===== config.mk =====
export PLATFORM = sky130hd
export DESIGN_NAME = bld_decoder
export DESIGN_NICKNAME = d
export VERILOG_FILES = /design/src/rtl/bld_pkg.sv /design/src/rtl/bld_decoder.sv
export SDC_FILE = /design/constraint.sdc
export NUM_CORES = 1
export LEC_CHECK = 0
export BUFFER_PORTS_ARGS = -buffer_cell sky130_fd_sc_hd__buf_2
export CAP_MARGIN = 30
export CORE_ASPECT_RATIO = 0.6
export CORE_MARGIN = 4
export CORE_UTILIZATION = 31
export CTS_CLUSTER_SIZE = 30
export DETAILED_ROUTE_END_ITERATION = 12
export HOLD_SLACK_MARGIN = 0.06
export PLACE_DENSITY = 0.53
export SLEW_MARGIN = 20
export SYNTH_ARGS = -nofsm -noshare
export SYNTH_HDL_FRONTEND = slang
export SYNTH_SLANG_ARGS = --single-unit

===== constraint.sdc =====
create_clock -name CLK_SYS -period 1.6 [get_ports CLK_SYS]
set_clock_uncertainty 0.05 [all_clocks]
set_input_delay 0.24 -clock CLK_SYS [delete_from_list [all_inputs] [get_ports CLK_SYS]]
set_output_delay 0.24 -clock CLK_SYS [all_outputs]
set_load 0.05 [all_outputs]

===== src/rtl/bld_pkg.sv =====
// Package with instruction field layout and encodings for the branch and load decoder.
package bld_pkg;
  localparam int INSTR_W = 23;
  localparam int PC_W = 11;
  localparam int DATA_W = 16;
  // Instruction class field, bits 22:21.
  localparam int CLASS_HI = 22;
  localparam int CLASS_LO = 21;
  localparam logic [1:0] CLASS_JUMP = 2'h2;
  localparam logic [1:0] CLASS_LOAD = 2'h3;
  // Branch type field, bits 20:18.
  localparam int BRANCH_HI = 20;
  localparam int BRANCH_LO = 18;
  localparam logic [2:0] BRANCH_JUMP = 3'h4;
  localparam logic [2:0] BRANCH_CALL = 3'h5;
  localparam logic [2:0] BRANCH_COND = 3'h2;
  // Condition select field, bits 17:13.
  localparam int COND_HI = 17;
  localparam int COND_LO = 13;
  localparam logic [4:0] COND_NONE = 5'h00;
  // Next address field, bits 12:2.
  localparam int NEXT_ADDR_HI = 12;
  localparam int NEXT_ADDR_LO = 2;
  // Load: immediate bits 20:5, clear of the class field, destination bits 3:0.
  localparam int IMM_HI = 20;
  localparam int IMM_LO = 5;
  localparam int DEST_HI = 3;
  localparam int DEST_LO = 0;
  localparam logic [3:0] NIBBLE_ZERO = 4'h0;
  localparam logic [3:0] NIBBLE_FULL = 4'hf;
  localparam logic [PC_W-1:0] PC_RESET = 11'h000;
  localparam logic [PC_W-1:0] PC_STEP = 11'h001;
  localparam int RESET_MIN_CYCLES = 4;
  localparam int INT_MIN_CYCLES = 8;
  localparam int INSTR_CYCLE_NS = 240;

  typedef struct packed {
    logic carry_flag_a;
    logic carry_flag_b;
    logic zero_flag_a;
    logic zero_flag_b;
    logic overflow0_flag_a;
    logic overflow0_flag_b;
    logic overflow1_flag_a;
    logic overflow1_flag_b;
    logic sign0_flag_a;
    logic sign0_flag_b;
    logic sign1_flag_a;
    logic sign1_flag_b;
    logic [3:0] data_pointer_low_nibble;
    logic serial_in_acknowledge;
    logic serial_out_acknowledge;
    logic host_data_request_flag;
  } bld_flags_type;
endpackage


===== src/rtl/bld_decoder.sv =====
// Branch and load-immediate decoder with program counter and return address capture.
// Function
// - Load immediate writes 16-bit operand into register chosen by destination field.
// - Branch type 100 decodes as unconditional jump, condition bits zero.
// - Branch type 101 decodes as unconditional call, condition bits zero.
// - Branch type 010 is conditional jump, test chosen by bits 17 to 13.
// - Codes 00000 to 00011 test carry A and carry B clear or set.
// - Codes 00100 to 00111 test zero A and zero B clear or set.
// - Codes 01000 to 01011 test overflow 0 of A and B.
// - Codes 01100 to 01111 test overflow 1 of A and B.
// - Codes 10000 to 10011 test sign 0 of A and B.
// - Codes 10100 to 10111 test sign 1 of A and B.
// - Code 11000 jumps on pointer nibble zero, 11001 on nibble F.
// - Codes 11010 and 11011 test serial input acknowledge 0 or 1.
// - Codes 11100 and 11101 test serial output acknowledge 0 or 1.
// - Codes 11110 and 11111 test host data request 0 or 1.
// - Taken jump or call loads next address; otherwise counter adds one.
// - Each 23-bit instruction completes in one instruction cycle.
`timescale 1ns/1ps
`default_nettype none
module bld_decoder
  import bld_pkg::*;
#(
  parameter int PC_WIDTH = PC_W
) (
  input wire logic CLK_SYS,
  input wire logic RESETN,
  input wire logic INSTR_VALID,
  input wire logic [INSTR_W-1:0] INSTR_WORD,
  input wire bld_flags_type FLAGS,
  output logic [PC_WIDTH-1:0] PC,
  output logic LOAD_WRITE,
  output logic [3:0] LOAD_DEST,
  output logic [DATA_W-1:0] LOAD_DATA,
  output logic CALL_PUSH,
  output logic [PC_WIDTH-1:0] RETURN_ADDR,
  output logic BRANCH_TAKEN,
  output logic ILLEGAL_BRANCH
);

  ////////////////////////////////////////////////////////////////////////////
  // Condition evaluation.

  // Flags come from logic on this clock, so they reach the decode with no synchroniser.
  // A synchroniser here would make every condition test two instructions late.
  // Bit 0 of the code picks the tested polarity, or nibble zero versus F for code 1100x; the upper four bits pick the flag.
  function automatic logic cond_true(input logic [4:0] code, input bld_flags_type f);
    logic sel;
    logic nib_zero;
    logic nib_full;
    sel = 1'b0;
    nib_zero = (f.data_pointer_low_nibble == NIBBLE_ZERO);
    nib_full = (f.data_pointer_low_nibble == NIBBLE_FULL);
    unique case (code[4:1])
      4'h0: sel = f.carry_flag_a;
      4'h1: sel = f.carry_flag_b;
      4'h2: sel = f.zero_flag_a;
      4'h3: sel = f.zero_flag_b;
      4'h4: sel = f.overflow0_flag_a;
      4'h5: sel = f.overflow0_flag_b;
      4'h6: sel = f.overflow1_flag_a;
      4'h7: sel = f.overflow1_flag_b;
      4'h8: sel = f.sign0_flag_a;
      4'h9: sel = f.sign0_flag_b;
      4'ha: sel = f.sign1_flag_a;
      4'hb: sel = f.sign1_flag_b;
      4'hc: sel = code[0] ? nib_full : nib_zero;
      4'hd: sel = f.serial_in_acknowledge;
      4'he: sel = f.serial_out_acknowledge;
      4'hf: sel = f.host_data_request_flag;
    endcase
    // The nibble test is already polarised, so its select is returned as is.
    if (code[4:1] == 4'hc) begin
      return sel;
    end
    return code[0] ? sel : ~sel;
  endfunction

  ////////////////////////////////////////////////////////////////////////////
  // Instruction decode.

  logic [1:0] class_field;
  logic [2:0] branch_type_field;
  logic [4:0] condition_select_field;
  logic [PC_WIDTH-1:0] next_address_field;
  logic is_jump;
  logic is_load;
  logic is_call;
  logic take;
  logic illegal;
  logic [PC_WIDTH-1:0] pc_r;
  logic [PC_WIDTH-1:0] pc_nxt;
  logic [PC_WIDTH-1:0] pc_inc;
  logic cond_clear;

  // Class codes 00 and 01 belong to the arithmetic words, which only step the counter here.
  assign class_field = INSTR_WORD[CLASS_HI:CLASS_LO];
  assign branch_type_field = INSTR_WORD[BRANCH_HI:BRANCH_LO];
  assign condition_select_field = INSTR_WORD[COND_HI:COND_LO];
  assign cond_clear = (condition_select_field == COND_NONE);
  assign next_address_field = PC_WIDTH'(INSTR_WORD[NEXT_ADDR_HI:NEXT_ADDR_LO]);
  assign is_jump = INSTR_VALID && (class_field == CLASS_JUMP);
  assign is_load = INSTR_VALID && (class_field == CLASS_LOAD);
  // The step wraps at the top of program memory, as the counter width allows.
  assign pc_inc = PC_WIDTH'(pc_r + PC_WIDTH'(PC_STEP));

  always_comb begin
    take = 1'b0;
    illegal = 1'b0;
    is_call = 1'b0;
    // Jump and call must carry an all-zero condition field; other words except type 010 are prohibited.
    if (is_jump) begin
      if (branch_type_field == BRANCH_JUMP && cond_clear) begin
        take = 1'b1;
      end else if (branch_type_field == BRANCH_CALL && cond_clear) begin
        take = 1'b1;
        is_call = 1'b1;
      // conditional jump, flags sampled at cycle end
      end else if (branch_type_field == BRANCH_COND) begin
        take = cond_true(condition_select_field, FLAGS);
      end else begin
        // Prohibited codes fall through as a plain step and are only flagged.
        illegal = 1'b1;
      end
    end
  end

  // next address or step, one instruction per cycle
  // Without a valid word the counter holds, so fetch stalls need no extra state.
  always_comb begin
    pc_nxt = pc_r;
    if (INSTR_VALID) begin
      pc_nxt = take ? next_address_field : pc_inc;
    end
  end

  ////////////////////////////////////////////////////////////////////////////
  // State.
  // Each strobe register below loads on every edge, so it pulses one cycle per decoded word; LOAD_DEST, LOAD_DATA and RETURN_ADDR load only on their decode.

  // Reset starts fetch at the first program word.
  always_ff @(posedge CLK_SYS or negedge RESETN) begin
    if (!RESETN) begin
      pc_r <= PC_WIDTH'(PC_RESET);
    end else begin
      pc_r <= pc_nxt;
    end
  end

  always_ff @(posedge CLK_SYS or negedge RESETN) begin
    if (!RESETN) begin
      LOAD_WRITE <= 1'b0;
      LOAD_DEST <= 4'h0;
      LOAD_DATA <= 16'h0000;
    end else begin
      LOAD_WRITE <= is_load;
      // Destination and data stand until the next load, so the register file may latch late.
      if (is_load) begin
        LOAD_DEST <= INSTR_WORD[DEST_HI:DEST_LO];
        LOAD_DATA <= INSTR_WORD[IMM_HI:IMM_LO];
      end
    end
  end

  always_ff @(posedge CLK_SYS or negedge RESETN) begin
    if (!RESETN) begin
      CALL_PUSH <= 1'b0;
      RETURN_ADDR <= PC_WIDTH'(PC_RESET);
    end else begin
      CALL_PUSH <= is_call;
      // The saved address is the step value, taken before the counter moves,
      // so a call from the last word returns to address zero.
      if (is_call) begin
        RETURN_ADDR <= pc_inc;
      end
    end
  end

  always_ff @(posedge CLK_SYS or negedge RESETN) begin
    if (!RESETN) begin
      BRANCH_TAKEN <= 1'b0;
    end else begin
      BRANCH_TAKEN <= take;
    end
  end

  always_ff @(posedge CLK_SYS or negedge RESETN) begin
    if (!RESETN) begin
      ILLEGAL_BRANCH <= 1'b0;
    end else begin
      ILLEGAL_BRANCH <= illegal;
    end
  end

  ////////////////////////////////////////////////////////////////////////////
  // Outputs.

  // The counter register drives the port directly, so the fetch address never glitches.
  assign PC = pc_r;

endmodule
`default_nettype wire


==> flow_summary.json <==
{
  "ys_types": 29,
  "synth_area_per_cell_um2": 10.57,
  "io_pins": 91,
  "p_leak_nw": 1.751,
  "dr.pass1.iters": 4,
  "tightestPinTransition_ns": 0.4333,
  "setup.worst_path.start": "INSTR_WORD[14]",
  "arrival_ns": 2.18,
  "drt-wirelength-per-cell_um": 15.88,
  "antennaDiodeCount": 0,
  "yosysWarnings": 0,
  "synth_nets": 260,
  "final_nets": 386,
  "cts_buffer_depth": 2,
  "hold_class": "in2reg",
  "power_w": 0.004688,
  "timing.hold.ws_ns": 0.1288,
  "stdcell_area_um2": 3606,
  "synth-main-ff-cell": "dfrtp_1",
  "r2r-start": "PC[1]",
  "min_from": "INSTR_WORD[0]",
  "finalSetupTns_ns": -5.881,
  "route.detailed.drc": 0,
  "critPathMaxStageDelay_ns": 0.50,
  "finalCritPeriodShare_pct": 128.3,
  "cts_sinks": 46,
  "cp-start-kind": "primary input",
  "vdd_ir_drop_max_mv": 0.6170,
  "grt_pass1_wl_um": 10220,
  "maxSlewHeadroom_pct": 71.11,
  "antenna_found_initial": 0,
  "cts_tree": "yes",
  "crit_chain": "buf_12 > mux2i_1 > mux4_2 > a221oi_4 > o211a_1 > o31ai_4 > buf_12 > and3_1 > a211o_1",
  "synthCells": 214,
  "clk_pin_slew_ns": 0.06,
  "die_h_um": 74.15,
  "drive_gt1_share_pct": 58.94,
  "fmax_ghz": 0.4870,
  "die_w_um": 118.3,
  "grt_max_degree": 30,
  "die_area_um2": 8768,
  "min_period_ns": 2.053,
  "gp_congestion": 0.7653,
  "h-tree-depth": 2,
  "clk_latency_ns": 0.29,
  "worstPathBufferInverterCount": 2,
  "totalWireLength_um": 6795,
  "worst-endpoint-required_ns": 1.73,
  "dr.first_iter.drc_count": 63,
  "area_growth_pct": 59.49,
  "grt_setup_unrepaired": "yes",
  "cpMostUsedCell": "buf_12",
  "synth-edff-count": 0,
  "io_buffer_count": 90,
  "pwr_density_cell_nw_per_um2": 1300,
  "fin_cells": 428,
  "postSynth.asyncResetShare_pct": 100.0,
  "hold_viol": 0,
  "ys_seq_area_share_pct": 50.91,
  "finalMaxSlewViolations": 0,
  "root_buffer": "clkbuf_16",
  "row_count": 23,
  "vias": 2067,
  "cp_max_fo": 21,
  "cts_buffers": 5,
  "slowest_stage": "mux4_2",
  "worst_path_dominant_cell_family": "compound AO/OA/AOI/OAI gates",
  "viasPerCell": 4.829,
  "grt_pass1_vias": 2058,
  "yosys_register_bits": 46,
  "setup_slack_ns": -0.4532,
  "cp-end-kind": "flop",
  "overflow": 0,
  "hpwl_um": 4811,
  "critPathKind": "in2reg",
  "place_inst": 413,
  "violations": "negative setup slack",
  "place_area_um2": 3073,
  "outcome": "complete, but fails checks",
  "core_um2": 6878,
  "cap_violations": 0,
  "finalSetupViolations": 24,
  "synth_area_um2": 2261,
  "track_usage_pct": 15.03,
  "initial_core_util_pct": 32.87,
  "ant_nets": 0
}
cell usage in the layout (no fill, tap or decap), drive strengths merged, types with 2 or more instances in the layout:
cell type  synthesis  routed
a31oi              2       2
mux2i             10      10
or3                2       2
buf                3     126
dfrtp             46      46
a211o              2       2
mux2              21      21
nand2             35      35
xnor2              6       6
o21ai             18      18
a22oi              6       6
clkbuf             7      10
nor3               4       4
a21oi              4       4
nand3              7       7
inv               12      11
xor2               3       3
o311ai             2       2
and3               8       8
nor2               8       8
where the power goes:
group          switching [W]  internal (W)  leakage, nW
combinational        0.00130      0.000694         1.10
sequential          0.000161       0.00137        0.567
clock               0.000447      0.000708       0.0832
timing repair:
action | CTS | global route
cloned | 0 | 3
gates resized for setup | 26 | 49
pin swaps | 2 | 17
hold endpoints to repair | 17 | 0
hold buffers | 1 | 0
setup buffers | 0 | 4
setup endpoints to repair | 23 | 23
cells by family after synthesis:
family | after synthesis | synth area share [%]
AO/OA/AOI/OAI | 39 | 12.12
XOR/XNOR | 9 | 3.487
adder cells (fa/ha/maj) | 1 | 0.5533
buffers and inverters | 22 | 4.372
flip-flops | 46 | 50.91
multiplexers | 32 | 15.88
AND/OR/NAND/NOR | 65 | 12.67
worst paths after layout:
check                                       to  slack, ns  cells past startpoint
worst max-delay path                     PC[9]      -0.45                      9
worst min-delay path              LOAD_DEST[0]       0.13                      2
worst max register to register          PC[10]      -0.15                      8
worst min register to register  RETURN_ADDR[1]       0.43                      2
max in group asynchronous                PC[2]       0.61                      3
min in group asynchronous            CALL_PUSH       0.37                      2
cell usage after synthesis (2+ instances only):
cell type	instances	area [um^2]
mux2_2	21	236.5
nand2_1	35	131.4
inv_1	12	45.04
xor2_1	3	26.28
clkbuf_1	7	26.28
a22oi_1	6	45.04
o21ai_0	18	90.09
nand3_1	7	35.03
a211o_1	2	17.52
xnor2_1	6	52.55
a21oi_1	4	20.02
buf_6	2	22.52
mux2i_1	10	100.1
nor2_1	8	30.03
dfrtp_1	46	1151
or3_1	2	12.51
a31oi_1	2	12.51
and3_1	8	50.05
o311ai_0	2	17.52
nor3_1	4	20.02
layer usage:
metal | wire [um] | share of wire, % | vias to the layer above | global-route usage, %
met1 | 3434 | 51 | 991 | 21.08
met3 | 411 | 6.0 | 8 | 5.015
met5 | 0 | 0 | - | 0
met4 | 75 | 1.1 | 0 | 4.675
met2 | 2874 | 42 | 62 | 22.14
li1 | - | - | 1006 | -
final cells by class:
type | count | area, um^2
multi-input cells | 146 | 1254
inverters | 12 | 50.05
repair buffers | 129 | 873.3
fillers | 635 | 3272
well taps | 87 | 108.9
flip-flops and latches | 46 | 1154
clock buffers | 8 | 166.4
sequential cells by signal (all words and copies together) (netlist names):
register	flops
LOAD_DATA	16
PC	11
RETURN_ADDR	11
LOAD_DEST	4
BRANCH_TAKEN	1
CALL_PUSH	1
ILLEGAL_BRANCH	1
LOAD_WRITE	1
per-stage QoR:
step / utilization (%) / setup slack [ns]
3_3_place_gp: 44.68 / -0.8028
4_1_cts: 48.99 / -0.4565
5_1_grt: 52.43 / -0.5195
3_5_place_dp: 44.68 / -0.8390
6_report: 52.43 / -0.4532
2_1_floorplan: - / -0.6153
Power figures use the tool's default switching activity.
